--- src/logic/mask_cmd_pkg.sv ---
package mask_cmd_pkg;
  // ----------------------------------------
  // register offsets
  // ----------------------------------------
  localparam logic [7:0] ADDR_FW_CMD_MASK = 8'h1F;
  localparam logic [7:0] ADDR_SUPPLY_TEMP_MASK = 8'h20;
  localparam logic [7:0] ADDR_AUX_ONE_TWO_MASK = 8'h21;
  localparam logic [7:0] ADDR_AUX_THREE_VENDOR_MASK = 8'h22;
  localparam logic [7:0] ADDR_RESERVED_MASK = 8'h23;
  localparam logic [7:0] ADDR_VENDOR_CUSTOM_MASK = 8'h24;
  localparam logic [7:0] ADDR_CMD_STATE_ONE = 8'h25;
  localparam logic [7:0] ADDR_CMD_STATE_TWO = 8'h26;
  localparam logic [7:0] ADDR_CMD_OVERLAP = 8'h27;
  localparam logic [7:0] ADDR_IRQ_SUMMARY = 8'h28;
  // ----------------------------------------
  // writable bits and reset values
  // ----------------------------------------
  localparam logic [7:0] FW_CMD_WRITABLE = 8'hC7;
  localparam logic [7:0] FULL_WRITABLE = 8'hFF;
  localparam logic [7:0] RESERVED_WRITABLE = 8'h00;
  localparam logic [7:0] MASK_RESET = 8'h00;
  localparam logic [7:0] STATUS_RESET = 8'h00;
  localparam logic [7:0] READ_IDLE = 8'h00;
  // ----------------------------------------
  // field positions
  // ----------------------------------------
  localparam int STATE_CHANGE_BIT = 0;
  localparam int UNIT_FW_BIT = 1;
  localparam int LANE_FW_BIT = 2;
  localparam int CMD_ONE_BIT = 6;
  localparam int CMD_TWO_BIT = 7;
  localparam int WORKING_BIT = 7;
  localparam int ERROR_BIT = 6;
  localparam int OVERLAP_ONE_BIT = 0;
  localparam int OVERLAP_TWO_BIT = 1;
  // ----------------------------------------
  // in-progress result codes
  // ----------------------------------------
  localparam logic [5:0] RESULT_CAPTURED = 6'h01;
  localparam logic [5:0] RESULT_CHECKING = 6'h02;
  localparam logic [5:0] RESULT_EXECUTING = 6'h03;

  typedef enum {PHASE_IDLE, PHASE_CAPTURED, PHASE_CHECKING, PHASE_EXECUTING} cmd_phase_t;

  // only advertised bits take the written value; the rest stay zero
  function automatic logic [7:0] maskWrite(input logic [7:0] data, input logic [7:0] writable);
    return data & writable;
  endfunction
endpackage

--- src/logic/block_links_if.sv ---
`timescale 1ns/1ns
interface cmd_status_if;
  logic trigger;
  logic advance;
  logic finish;
  logic failed;
  logic [5:0] result;
  logic [7:0] status;
  modport engine(output trigger, output advance, output finish, output failed, output result, input status);
  modport tracker(input trigger, input advance, input finish, input failed, input result, output status);
endinterface

interface irq_gate_if;
  logic [39:0] flags;
  logic [39:0] masks;
  logic irq;
  modport source(output flags, output masks, input irq);
  modport gate(input flags, input masks, output irq);
endinterface

--- src/logic/cmd_status_tracker.sv ---
`timescale 1ns/1ns
module cmd_status_tracker (
  input wire logic core_clk,
  input wire logic srst,
  cmd_status_if.tracker link
);
  mask_cmd_pkg::cmd_phase_t phase_q;
  logic [7:0] status_q;
  logic working;

  assign working = status_q[mask_cmd_pkg::WORKING_BIT];
  assign link.status = status_q;

  // ----------------------------------------
  // phase sequence
  // ----------------------------------------
  always_ff @(posedge core_clk) begin
    if (srst) begin
      phase_q <= mask_cmd_pkg::PHASE_IDLE;
    end else if (link.trigger) begin
      phase_q <= mask_cmd_pkg::PHASE_CAPTURED;
    end else if (link.finish && working) begin
      phase_q <= mask_cmd_pkg::PHASE_IDLE;
    end else if (link.advance) begin
      unique case (phase_q)
        mask_cmd_pkg::PHASE_CAPTURED: phase_q <= mask_cmd_pkg::PHASE_CHECKING;
        mask_cmd_pkg::PHASE_CHECKING: phase_q <= mask_cmd_pkg::PHASE_EXECUTING;
        mask_cmd_pkg::PHASE_EXECUTING: phase_q <= mask_cmd_pkg::PHASE_EXECUTING;
        mask_cmd_pkg::PHASE_IDLE: phase_q <= mask_cmd_pkg::PHASE_IDLE;
      endcase
    end
  end

  // ----------------------------------------
  // status byte
  // ----------------------------------------
  // a new trigger beats a finish in the same cycle: the byte tracks the latest command
  always_ff @(posedge core_clk) begin
    if (srst) begin
      status_q <= mask_cmd_pkg::STATUS_RESET;
    end else if (link.trigger) begin
      // busy on trigger
      status_q <= {1'b1, 1'b0, mask_cmd_pkg::RESULT_CAPTURED};
    end else if (link.finish && working) begin
      // failed after completion
      status_q <= {1'b0, link.failed, link.result};
    end else if (link.advance && phase_q == mask_cmd_pkg::PHASE_CAPTURED) begin
      // checking code
      status_q <= {1'b1, 1'b0, mask_cmd_pkg::RESULT_CHECKING};
    end else if (link.advance && phase_q == mask_cmd_pkg::PHASE_CHECKING) begin
      status_q <= {1'b1, 1'b0, mask_cmd_pkg::RESULT_EXECUTING};
    end
  end
endmodule

--- src/logic/irq_mask_gate.sv ---
`timescale 1ns/1ns
module irq_mask_gate (
  input wire logic core_clk,
  input wire logic srst,
  irq_gate_if.gate link
);
  logic irq_q;

  assign link.irq = irq_q;

  // ----------------------------------------
  // interrupt gating
  // ----------------------------------------
  // flags keep latching outside; a set mask only hides them from the pin
  always_ff @(posedge core_clk) begin
    if (srst) begin
      irq_q <= 1'b0;
    end else begin
      // mask suppresses flag
      irq_q <= |(link.flags & ~link.masks);
    end
  end
endmodule

--- src/logic/module_mask_and_cmd_status.sv ---
`timescale 1ns/1ns
// Contract
// host-writable mask bits decide which module flags may raise the interrupt
// offset 1Fh bit 0 masks state change; always present, read-write
// offset 1Fh bits 1 and 2 mask unit and lane firmware faults
// offset 1Fh bits 6, 7 mask command done one, two; bits 5-3 reserved
// offset 20h: supply masks high nibble, temperature masks low nibble
// offset 21h: auxiliary two high nibble, auxiliary one low nibble
// offset 22h: vendor monitor high nibble, auxiliary three low nibble
// offset 23h reserved; offset 24h holds vendor module-level masks
// each command block instance keeps its own status byte of latest command
// read-only status of instance one at 25h, instance two at 26h
// status reads answer while a command still executes, showing progress
// in foreground mode the host reads status only after completion
// bit 7 high while busy; host waits before a new command
// bit 6 after completion: zero success, one failure
// bits 5-0 hold result code interpreted by the coarse status
// busy means in progress; idle with fail clear success, set failure
// progress codes 01h captured, 02h checking, 03h executing
// busy bit set as soon as a command is triggered
// set mask hides a flag from the interrupt, flag still latches
// unsupported bits read zero; writes to reserved bits do nothing
module module_mask_and_cmd_status (
  input wire logic core_clk,
  input wire logic srst,
  input wire logic [7:0] regAddr,
  input wire logic [7:0] regWrData,
  input wire logic regWrStb,
  input wire logic regRdStb,
  output logic [7:0] regRdData,
  input wire logic [7:0] fwCmdFlags,
  input wire logic [7:0] supplyTempFlags,
  input wire logic [7:0] auxOneTwoFlags,
  input wire logic [7:0] auxThreeVendorFlags,
  input wire logic [7:0] vendorCustomFlags,
  output logic irqOut,
  input wire logic cmdOneTrigger,
  input wire logic cmdOneAdvance,
  input wire logic cmdOneFinish,
  input wire logic cmdOneFailed,
  input wire logic [5:0] cmdOneResult,
  output logic cmdOneWorking,
  input wire logic cmdTwoTrigger,
  input wire logic cmdTwoAdvance,
  input wire logic cmdTwoFinish,
  input wire logic cmdTwoFailed,
  input wire logic [5:0] cmdTwoResult,
  output logic cmdTwoWorking
);
  // ----------------------------------------
  // mask storage
  // ----------------------------------------
  // masks reset to zero, so every flag may interrupt until the host sets a bit
  logic [7:0] fwCmdMask_q;
  logic [7:0] supplyTempMask_q;
  logic [7:0] auxOneTwoMask_q;
  logic [7:0] auxThreeVendorMask_q;
  logic [7:0] vendorCustomMask_q;

  // ----------------------------------------
  // own status and read path
  // ----------------------------------------
  logic [1:0] overlap_q;
  logic [1:0] overlap_d;
  logic [7:0] rdData_q;
  logic [7:0] rdData_d;
  logic wrHit;
  logic overlapOneSet;
  logic overlapTwoSet;

  // ----------------------------------------
  // named mask fields
  // ----------------------------------------
  logic state_change_irq_block;
  logic unit_fw_fault_irq_block;
  logic lane_fw_fault_irq_block;
  logic cmd_done_one_irq_block;
  logic cmd_done_two_irq_block;
  logic [7:0] fwCmdLive;
  logic [7:0] fwCmdGateMask;

  // ----------------------------------------
  // sub-block links
  // ----------------------------------------
  cmd_status_if cmdOneLink();
  cmd_status_if cmdTwoLink();
  irq_gate_if irqLink();

  // ----------------------------------------
  // decode helpers
  // ----------------------------------------
  // one place qualifies every register write, so a new register cannot skip the strobe check
  function automatic logic writeHit(input logic hit, input logic [7:0] addr, input logic [7:0] target);
    return hit && (addr == target);
  endfunction

  // busy bit test, shared by the pins and the overlap record
  function automatic logic isWorking(input logic [7:0] status);
    return status[mask_cmd_pkg::WORKING_BIT];
  endfunction

  // ----------------------------------------
  // write selects
  // ----------------------------------------
  logic wrFwCmd;
  logic wrSupplyTemp;
  logic wrAuxOneTwo;
  logic wrAuxThreeVendor;
  logic wrVendorCustom;
  logic wrOverlap;

  // a cycle with both strobes high is taken as a read; the write is dropped
  assign wrHit = regWrStb && !regRdStb;
  assign wrFwCmd = writeHit(wrHit, regAddr, mask_cmd_pkg::ADDR_FW_CMD_MASK);
  assign wrSupplyTemp = writeHit(wrHit, regAddr, mask_cmd_pkg::ADDR_SUPPLY_TEMP_MASK);
  assign wrAuxOneTwo = writeHit(wrHit, regAddr, mask_cmd_pkg::ADDR_AUX_ONE_TWO_MASK);
  assign wrAuxThreeVendor = writeHit(wrHit, regAddr, mask_cmd_pkg::ADDR_AUX_THREE_VENDOR_MASK);
  assign wrVendorCustom = writeHit(wrHit, regAddr, mask_cmd_pkg::ADDR_VENDOR_CUSTOM_MASK);
  assign wrOverlap = writeHit(wrHit, regAddr, mask_cmd_pkg::ADDR_CMD_OVERLAP);

  assign state_change_irq_block = fwCmdMask_q[mask_cmd_pkg::STATE_CHANGE_BIT];
  assign unit_fw_fault_irq_block = fwCmdMask_q[mask_cmd_pkg::UNIT_FW_BIT];
  assign lane_fw_fault_irq_block = fwCmdMask_q[mask_cmd_pkg::LANE_FW_BIT];
  assign cmd_done_one_irq_block = fwCmdMask_q[mask_cmd_pkg::CMD_ONE_BIT];
  assign cmd_done_two_irq_block = fwCmdMask_q[mask_cmd_pkg::CMD_TWO_BIT];

  // ----------------------------------------
  // firmware and command masks
  // ----------------------------------------
  // reserved bits 5-3 are dropped on write, so they always read zero
  always_ff @(posedge core_clk) begin
    if (srst) begin
      fwCmdMask_q <= mask_cmd_pkg::MASK_RESET;
    end else if (wrFwCmd) begin
      // state change mask
      // firmware fault masks
      // command done masks
      fwCmdMask_q <= mask_cmd_pkg::maskWrite(regWrData, mask_cmd_pkg::FW_CMD_WRITABLE);
    end
  end

  // ----------------------------------------
  // supply and temperature masks
  // ----------------------------------------
  always_ff @(posedge core_clk) begin
    if (srst) begin
      supplyTempMask_q <= mask_cmd_pkg::MASK_RESET;
    end else if (wrSupplyTemp) begin
      // supply and temperature
      supplyTempMask_q <= mask_cmd_pkg::maskWrite(regWrData, mask_cmd_pkg::FULL_WRITABLE);
    end
  end

  // ----------------------------------------
  // auxiliary one and two masks
  // ----------------------------------------
  always_ff @(posedge core_clk) begin
    if (srst) begin
      auxOneTwoMask_q <= mask_cmd_pkg::MASK_RESET;
    end else if (wrAuxOneTwo) begin
      // auxiliary one and two
      auxOneTwoMask_q <= mask_cmd_pkg::maskWrite(regWrData, mask_cmd_pkg::FULL_WRITABLE);
    end
  end

  // ----------------------------------------
  // auxiliary three and vendor monitor masks
  // ----------------------------------------
  always_ff @(posedge core_clk) begin
    if (srst) begin
      auxThreeVendorMask_q <= mask_cmd_pkg::MASK_RESET;
    end else if (wrAuxThreeVendor) begin
      // auxiliary three, vendor
      auxThreeVendorMask_q <= mask_cmd_pkg::maskWrite(regWrData, mask_cmd_pkg::FULL_WRITABLE);
    end
  end

  // ----------------------------------------
  // vendor module-level masks
  // ----------------------------------------
  // the reserved byte has no storage at all; writes there fall away
  always_ff @(posedge core_clk) begin
    if (srst) begin
      vendorCustomMask_q <= mask_cmd_pkg::MASK_RESET;
    end else if (wrVendorCustom) begin
      // vendor mask byte
      vendorCustomMask_q <= mask_cmd_pkg::maskWrite(regWrData, mask_cmd_pkg::FULL_WRITABLE);
    end
  end

  // ----------------------------------------
  // interrupt gate
  // ----------------------------------------
  // unsupported bits 5-3 never reach the gate, whatever the outside latch shows
  assign fwCmdLive = fwCmdFlags & mask_cmd_pkg::FW_CMD_WRITABLE;
  // the gate's copy of offset 1Fh is rebuilt from the named fields, so each flag meets its own mask
  assign fwCmdGateMask = {cmd_done_two_irq_block, cmd_done_one_irq_block, 3'h0, lane_fw_fault_irq_block,
                          unit_fw_fault_irq_block, state_change_irq_block};
  // masks steer interrupt
  assign irqLink.flags = {vendorCustomFlags, auxThreeVendorFlags, auxOneTwoFlags, supplyTempFlags, fwCmdLive};
  assign irqLink.masks = {vendorCustomMask_q, auxThreeVendorMask_q, auxOneTwoMask_q, supplyTempMask_q,
                          fwCmdGateMask};
  assign irqOut = irqLink.irq;

  irq_mask_gate irqGate (
    .core_clk(core_clk),
    .srst(srst),
    .link(irqLink)
  );

  // ----------------------------------------
  // command block instances
  // ----------------------------------------
  // independent status per instance
  assign cmdOneLink.trigger = cmdOneTrigger;
  assign cmdOneLink.advance = cmdOneAdvance;
  assign cmdOneLink.finish = cmdOneFinish;
  assign cmdOneLink.failed = cmdOneFailed;
  assign cmdOneLink.result = cmdOneResult;
  assign cmdTwoLink.trigger = cmdTwoTrigger;
  assign cmdTwoLink.advance = cmdTwoAdvance;
  assign cmdTwoLink.finish = cmdTwoFinish;
  assign cmdTwoLink.failed = cmdTwoFailed;
  assign cmdTwoLink.result = cmdTwoResult;

  cmd_status_tracker cmdOneTracker (
    .core_clk(core_clk),
    .srst(srst),
    .link(cmdOneLink)
  );

  cmd_status_tracker cmdTwoTracker (
    .core_clk(core_clk),
    .srst(srst),
    .link(cmdTwoLink)
  );

  // ----------------------------------------
  // instance status bytes
  // ----------------------------------------
  // host reads, busy pins and the overlap record all see the same byte, so they never disagree
  logic [7:0] cmdOneStatus;
  logic [7:0] cmdTwoStatus;

  assign cmdOneStatus = cmdOneLink.status;
  assign cmdTwoStatus = cmdTwoLink.status;

  // busy bit out
  assign cmdOneWorking = isWorking(cmdOneStatus);
  assign cmdTwoWorking = isWorking(cmdTwoStatus);

  // ----------------------------------------
  // overlapping trigger record
  // ----------------------------------------
  // a trigger while busy breaks the host's wait duty; it is recorded, not blocked,
  // because the engine owns the command and decides how to treat it
  assign overlapOneSet = cmdOneTrigger && isWorking(cmdOneStatus);
  assign overlapTwoSet = cmdTwoTrigger && isWorking(cmdTwoStatus);

  always_comb begin
    overlap_d = overlap_q;
    if (wrOverlap) begin
      overlap_d = overlap_q & ~regWrData[1:0];
    end
    // set beats a clear in the same cycle
    if (overlapOneSet) begin
      overlap_d[mask_cmd_pkg::OVERLAP_ONE_BIT] = 1'b1;
    end
    if (overlapTwoSet) begin
      overlap_d[mask_cmd_pkg::OVERLAP_TWO_BIT] = 1'b1;
    end
  end

  always_ff @(posedge core_clk) begin
    if (srst) begin
      overlap_q <= 2'h0;
    end else begin
      overlap_q <= overlap_d;
    end
  end

  // ----------------------------------------
  // read decode
  // ----------------------------------------
  always_comb begin
    rdData_d = mask_cmd_pkg::READ_IDLE;
    if (regRdStb) begin
      unique case (regAddr)
        mask_cmd_pkg::ADDR_FW_CMD_MASK: begin
          // reserved read zero
          rdData_d = fwCmdMask_q;
        end
        mask_cmd_pkg::ADDR_SUPPLY_TEMP_MASK: begin
          rdData_d = supplyTempMask_q;
        end
        mask_cmd_pkg::ADDR_AUX_ONE_TWO_MASK: begin
          rdData_d = auxOneTwoMask_q;
        end
        mask_cmd_pkg::ADDR_AUX_THREE_VENDOR_MASK: begin
          rdData_d = auxThreeVendorMask_q;
        end
        mask_cmd_pkg::ADDR_RESERVED_MASK: begin
          // nothing is stored here; the read is forced to zero
          rdData_d = mask_cmd_pkg::maskWrite(8'hFF, mask_cmd_pkg::RESERVED_WRITABLE);
        end
        mask_cmd_pkg::ADDR_VENDOR_CUSTOM_MASK: begin
          rdData_d = vendorCustomMask_q;
        end
        mask_cmd_pkg::ADDR_CMD_STATE_ONE: begin
          // instance one status
          // live progress read
          // result code
          // coarse encoding
          rdData_d = cmdOneStatus;
        end
        mask_cmd_pkg::ADDR_CMD_STATE_TWO: begin
          rdData_d = cmdTwoStatus;
        end
        mask_cmd_pkg::ADDR_CMD_OVERLAP: begin
          // sticky until written with ones; the engine keeps running regardless
          rdData_d = {6'h00, overlap_q};
        end
        mask_cmd_pkg::ADDR_IRQ_SUMMARY: begin
          // lets polling firmware see the pin level without wiring it back
          rdData_d = {7'h00, irqLink.irq};
        end
        default: begin
          rdData_d = mask_cmd_pkg::READ_IDLE;
        end
      endcase
    end
  end

  // read data stand only in the cycle after the strobe
  always_ff @(posedge core_clk) begin
    if (srst) begin
      rdData_q <= mask_cmd_pkg::READ_IDLE;
    end else begin
      rdData_q <= rdData_d;
    end
  end

  assign regRdData = rdData_q;
endmodule

--- config.mk ---
export PLATFORM = sky130hd
export DESIGN_NAME = module_mask_and_cmd_status
export DESIGN_NICKNAME = d
export VERILOG_FILES = /design/src/logic/mask_cmd_pkg.sv /design/src/logic/block_links_if.sv /design/src/logic/cmd_status_tracker.sv /design/src/logic/irq_mask_gate.sv /design/src/logic/module_mask_and_cmd_status.sv
export SDC_FILE = /design/constraint.sdc
export NUM_CORES = 1
export LEC_CHECK = 0
export BUFFER_PORTS_ARGS = -buffer_cell sky130_fd_sc_hd__clkbuf_2
export CORE_UTILIZATION = 55
export CTS_CLUSTER_SIZE = 30
export DETAILED_ROUTE_END_ITERATION = 12
export MAX_ROUTING_LAYER = met4
export PLACE_DENSITY_LB_ADDON = 0.08
export SLEW_MARGIN = 30
export SYNTH_ARGS = -nofsm -noshare
export SYNTH_HDL_FRONTEND = slang
export SYNTH_SLANG_ARGS = --single-unit
--- constraint.sdc ---
create_clock -name core_clk -period 6.7 [get_ports core_clk]
set_input_delay 2.01 -clock core_clk [delete_from_list [all_inputs] [get_ports core_clk]]
set_output_delay 2.01 -clock core_clk [all_outputs]
set_load 0.005 [all_outputs]
After elaboration in Yosys (flattened, before gate mapping)
Index checks and enable logic that the tools add are counted.

Reduce and logical (&&, ||, !) cells: 34. Shifts and indexed selects: 0. Multiply operators: 0. $add $sub $neg: 0. Bitwise operators: 5. Divide/modulo/power cells: 0. Eq/ne operators: 19. Muxes and demuxes: 20. Order comparisons: 0.

Operator list (count): equality test 32 x 2 -> 1 bit, second input constant (6); one-hot mux 32 bit (3 select lines) (2); one-hot mux 8 bit (9 select lines) (1); equality test 32 x 1 -> 1 bit, second input constant (2); equality test 32 x 3 -> 1 bit, second input constant (2); equality test 8 x 6 -> 1 bit, second input constant (8); logical NOT 32 bit (2); 2-to-1 mux 8 bit (8); bitwise AND 40 bit (1); inverter 40 bit (1); OR reduction 40 bit (1); logical AND 1 bit (15); nonzero test 3 bit (4); OR reduction 2 bit (5); equality test 8 x 5 -> 1 bit, second input constant (1); 2-to-1 mux 1 bit (8); nonzero test 4 bit (2); OR reduction 3 bit (2); nonzero test 2 bit (2); bitwise AND 2 bit (1); 2-to-1 mux 2 bit (1); inverter 2 bit (1); logical NOT 1 bit (1); inverter 1 bit (1).

RAM bits: 0. Flip-flop bits (word level): 128. Bits in latches: 0. Memory bits (read-only): 0. Output and inout bits: 11. Memories kept: 0. Word-level logic and storage cells: 95.

Depth between registers and ports, before layout
Depth in word-level cells: 6. Depth in mapped cells: 6. Mapped depth without buffers: 4.

Hierarchy
From an unflattened synthesis, not the netlist that was laid out.

Cells, all modules: 376. Area, all modules: 3439.5 um^2.

By module, submodules not included: module_mask_and_cmd_status (cells each 234, area each 2279.7 um^2, instances 1, sequential area each 940.9 um^2); cmd_status_tracker (cells each 40, area each 407.9 um^2, instances 2, sequential area each 200.2 um^2); irq_mask_gate (cells each 62, area each 344.1 um^2, instances 1, sequential area each 20.0 um^2).

Worst setup path before layout
No wires, ideal clock.

Path type: input-to-reg. Start: in regAddr[4]. End: reg supplyTempMask_q[7]. Slack: 3050 ps. Arrival: 3522 ps. Setup time: 128 ps. Cell stages on the path: 5. Path buffers: 1. Path through: or4b_4 buf_6 nor4_4 mux2i_1 nor2_1.

Word-level cells in the longest chain between the ends: 2.

Ends and longest elaborated chain: from (decl) (line module_mask_and_cmd_status.sv:26) `input wire logic [7:0] regAddr,`; equality test 8 x 6 -> 1 bit (line module_mask_and_cmd_status.sv:94) `return hit && (addr == target);`; logical AND 1 bit (line module_mask_and_cmd_status.sv:94); to (signal assigned) (line module_mask_and_cmd_status.sv:147) `supplyTempMask_q <= mask_cmd_pkg::MASK_RESET;`; to (signal assigned) (line module_mask_and_cmd_status.sv:150) `supplyTempMask_q <= mask_cmd_pkg::maskWrite(regWrData, mask_cmd_pkg::FULL_WRITABLE);`; to (decl) (line module_mask_and_cmd_status.sv:55) `logic [7:0] supplyTempMask_q;`.

Every way passes these cells. A chain may end at the register's enable or synchronous reset.

Final worst setup path
Start: in regAddr[2]. End: reg auxThreeVendorMask_q[1].

Word-level cells in the longest chain between the ends: 2.

Ends and longest elaborated chain: equality test 8 x 6 -> 1 bit (line module_mask_and_cmd_status.sv:94); logical AND 1 bit (line module_mask_and_cmd_status.sv:94); to (signal assigned) (line module_mask_and_cmd_status.sv:171) `auxThreeVendorMask_q <= mask_cmd_pkg::MASK_RESET;`; to (signal assigned) (line module_mask_and_cmd_status.sv:174) `auxThreeVendorMask_q <= mask_cmd_pkg::maskWrite(regWrData, mask_cmd_pkg::FULL_WRITABLE);`; to (decl) (line module_mask_and_cmd_status.sv:57) `logic [7:0] auxThreeVendorMask_q;`.

Every way passes these cells.

==> out/qor.csv <==
stage,metric,value,unit
placement,place_ws,2.542,ns
final_layout,ff_latch_area,1361,um^2
critical_path,required,6.90,ns
hold_path,hold_path_class,flip-flop to flip-flop,
cts,cts_made_buffers,9,
logic_synthesis,ys_warn_count,0,
routing,wirelength,9.085,mm
logic_synthesis,ys_ff_latch,68,
floorplanning,num_rows,28,
grt,grt_pass1_wl,14.05,mm
critical_path,crit_path_cell_trace,"clkbuf_2, or3b_2, nor4_4, mux2i_1, nor2_1",
grt,use_met2,45.64,%
grt,grtUsageTotal,30.56,%
critical_path,max_stage_delay,0.73,ns
timing,min_period,3.899,ns
grt,met3_usage,5.227,%
routing,wl_per_cell,17.01,um
logic_synthesis,syn_nets,456,
routing,vias,3150,
cts,cts_num_sinks,68,
floorplanning,io_pins,91,
timing,finClkSkew,0.007474,ns
timing,min_period_over_period,58.20,%
logic_synthesis,synth-edff-count,0,
critical_path,worst-r2r-setup-slack,5.24,ns
run_status,status,"complete, no violations",
timing,finalMaxSlewViolations,0,
critical_path,startpoint,regAddr[2],
grt,gr-usage-met1,40.64,%
hold_path,hold_path_end,overlap_q[0],
routing,drt-pass1-iter-count,5,
timing,layout_setup_ws,2.801,ns
timing,setup_tns,0,ns
timing,hold_ws,0.4694,ns
grt,grt_antenna_before_repair,0,
logic_synthesis,synthCells,376,
logic_synthesis,synth.cell_area,3354,um^2
floorplanning,die_w,80.10,um
routing,drc,0,
critical_path,crit_slowest_cell,nor4_4,
cts,ctsLongestPathBuffers,2,
placement,dp_hpwl,6.467,mm
cts,ctsResizeCount,0,
grt,grt_overflow,0,
logic_synthesis,synthFlopType,dfxtp_1,
routing,postRouteAntennaNets,0,
critical_path,r2r_cells,3,
critical_path,cp.arrival,4.10,ns
final_layout,drive_above_1_share,26.36,%
final_layout,multiInputGateArea,1783,um^2
timing,rsz0062_at_grt,false,
critical_path,crit_type,input pin to flip-flop,
cts,root_buffer,clkbuf_8,
grt,grt_pass1_vias,2794,
power,ir_drop,0.1427,mV
logic_synthesis,ys_types,44,
floorplanning,start_util,56.99,%
floorplanning,die-area,6415,um^2
placement,portBuffers,87,
timing,worst_pin_slew,0.9752,ns
critical_path,reg2reg_from,cmdTwoTracker.link.status[3],
logic_synthesis,synth_seq_area_share,40.58,%
critical_path,setup.worst_path.end_class,flip-flop,
cts,holdBufCountCts,0,
grt,global_route.peak_usage_layer,met2,
critical_path,cp_max_fo,22,
logic_synthesis,avgSynthCellArea,8.921,um^2
cts,clk-insertion-delay-late,0.35,ns
power,powerDensity,228.2,nW/um^2
logic_synthesis,synthArstFlopShare,0,%
hold_path,hold_depth,2,
final_layout,antenna_cells,0,
power,power.leakage,1.669,nW
timing,fmax,256.5,MHz
hold_path,hp-start,overlap_q[0],
routing,vias_per_cell,5.899,
timing,hold_viol,0,
timing,finalSetupViolCount,0,
routing,drt-initial-drc-count,246,
placement,routabilityCongestion,0.8473,
cts,htreeDepth,3,
cts,cts_tree,done,
run,maxCapViolations,0,
timing,slew_headroom,34.99,%
floorplanning,die_h,80.10,um
final_layout,finalNetCount,534,
final_layout,area_growth,20.63,%
critical_path,r2r-end,regRdData[3],
cts,cts_setup_buffers,0,
cts,path_clk_slew,0.07,ns
grt,grt_max_degree,50,
critical_path,crit_path_start_kind,input pin,
floorplanning,core-area,5886,um^2
final_layout,nFillCells,545,
-- worst max-delay path by stage --
stage,to,depth (start not counted)
4_1_cts,auxThreeVendorMask_q[1],5
3_3_place_gp,auxThreeVendorMask_q[3],5
6_report,auxThreeVendorMask_q[1],5
5_1_grt,regRdData[3],5
3_5_place_dp,auxThreeVendorMask_q[7],5
2_1_floorplan,supplyTempMask_q[7],5
-- layer usage --
layer	share of wire [%]	vias up
met5	0	-
met4	2.7	0
met3	7.6	19
met2	45	162
met1	45	1471
li1	-	1498
-- metrics by stage --
stage	power (mW)	area [um^2]	std cells	utilization (%)
floorplan	0.4716	3354	376	-
finish	0.9233	4046	534	68.75
CTS	0.9212	4046	534	68.75
global route	0.9514	4046	534	68.75
detailed placement	0.5113	3797	518	64.52
global placement	0.5096	3797	518	64.52
-- where the power goes --
part           total, mW  internal (mW)  switching [mW]
clock              0.420          0.257           0.162
sequential         0.416          0.410         0.00582
combinational     0.0879         0.0364          0.0515
total              0.923          0.704           0.220
-- worst max-delay path: cells and delay by family --
family | cells | cell delay, ns
buffers and inverters | 1 | 0.32
and+or+nand+nor | 3 | 1.46
muxes | 1 | 0.30
-- cells by family after synthesis --
logic type	after synthesis	share of synthesized area, %
and+or+nand+nor	122	19.84
AOI/OAI and AO/OA	79	16.04
DFF	68	40.58
buffers and inverters	53	6.266
muxes	52	16.75
xor gates and xnor gates	2	0.5223
-- cell usage after synthesis, types with 2 or more instances --
| master | count | area, um^2 |
|---|---|---|
| o31ai_1 | 2 | 15.01 |
| nor4_4 | 4 | 85.08 |
| nand3_1 | 6 | 30.03 |
| a21oi_1 | 16 | 80.08 |
| a2111oi_0 | 4 | 35.03 |
| a22oi_1 | 17 | 127.6 |
| nor3_1 | 3 | 15.01 |
| nor2b_1 | 5 | 31.28 |
| mux2_2 | 3 | 33.78 |
| or3_1 | 3 | 18.77 |
| nand2b_1 | 15 | 93.84 |
| or2_2 | 5 | 31.28 |
| nor4_1 | 6 | 37.54 |
| a41oi_1 | 2 | 17.52 |
| xor2_1 | 2 | 17.52 |
| nand2_1 | 12 | 45.04 |
| mux2i_1 | 46 | 460.4 |
| and2_1 | 2 | 12.51 |
| a31oi_1 | 4 | 25.02 |
| a32o_1 | 2 | 20.02 |
| nor2_1 | 53 | 198.9 |
| a211oi_1 | 6 | 45.04 |
| o21ai_0 | 6 | 30.03 |
| buf_1 | 2 | 7.510 |
| buf_2 | 3 | 15.01 |
| dfxtp_1 | 68 | 1361 |
| mux4_2 | 3 | 67.56 |
| o22ai_1 | 13 | 81.33 |
| clkbuf_1 | 14 | 52.55 |
| o2111ai_1 | 3 | 26.28 |
| inv_1 | 33 | 123.9 |
-- registers in the layout (all words and copies together) (netlist names) --
signal and cells:
vendorCustomMask_q 8, supplyTempMask_q 8, fwCmdMask_q 5, cmdOneTracker.phase_q 2, auxThreeVendorMask_q 8, overlap_q 2, irqGate.link.irq 1, auxOneTwoMask_q 8
cmdTwoTracker.phase_q 2, regRdData 8, cmdOneTracker.link.status 8, cmdTwoTracker.link.status 8
-- placed cells by master, fill, tap and decap left out, types with 2 or more instances in the layout --
master / instances
a2111oi_0: 4
a211oi_1: 6
a21oi_1: 16
a22oi_1: 17
a31oi_1: 4
a32o_1: 2
a41oi_1: 2
and2_1: 2
bufinv_16: 3
clkbuf_2: 87
clkbuf_8: 10
dfxtp_1: 68
inv_1: 33
mux2_2: 3
mux2i_1: 46
mux4_2: 3
nand2_1: 12
nand2b_1: 15
nand3_1: 6
nor2_1: 53
nor2b_1: 5
nor3_1: 3
nor4_1: 6
nor4_4: 4
o2111ai_1: 3
o21ai_0: 6
o22ai_1: 13
o31ai_1: 2
or2_2: 5
or3_1: 3
xor2_1: 2
-- layout make-up --
class                   instances  share of cell area (%)
repair buffers                 87                   10.76
clock buffers                  10                   3.401
well taps                      75                   2.319
clock inverters                 6                   2.752
flip-flops and latches         68                   33.64
inverters                      33                   3.061
multi-input cells             255                   44.06
No activity file was read; power rests on OpenSTA's default activity.
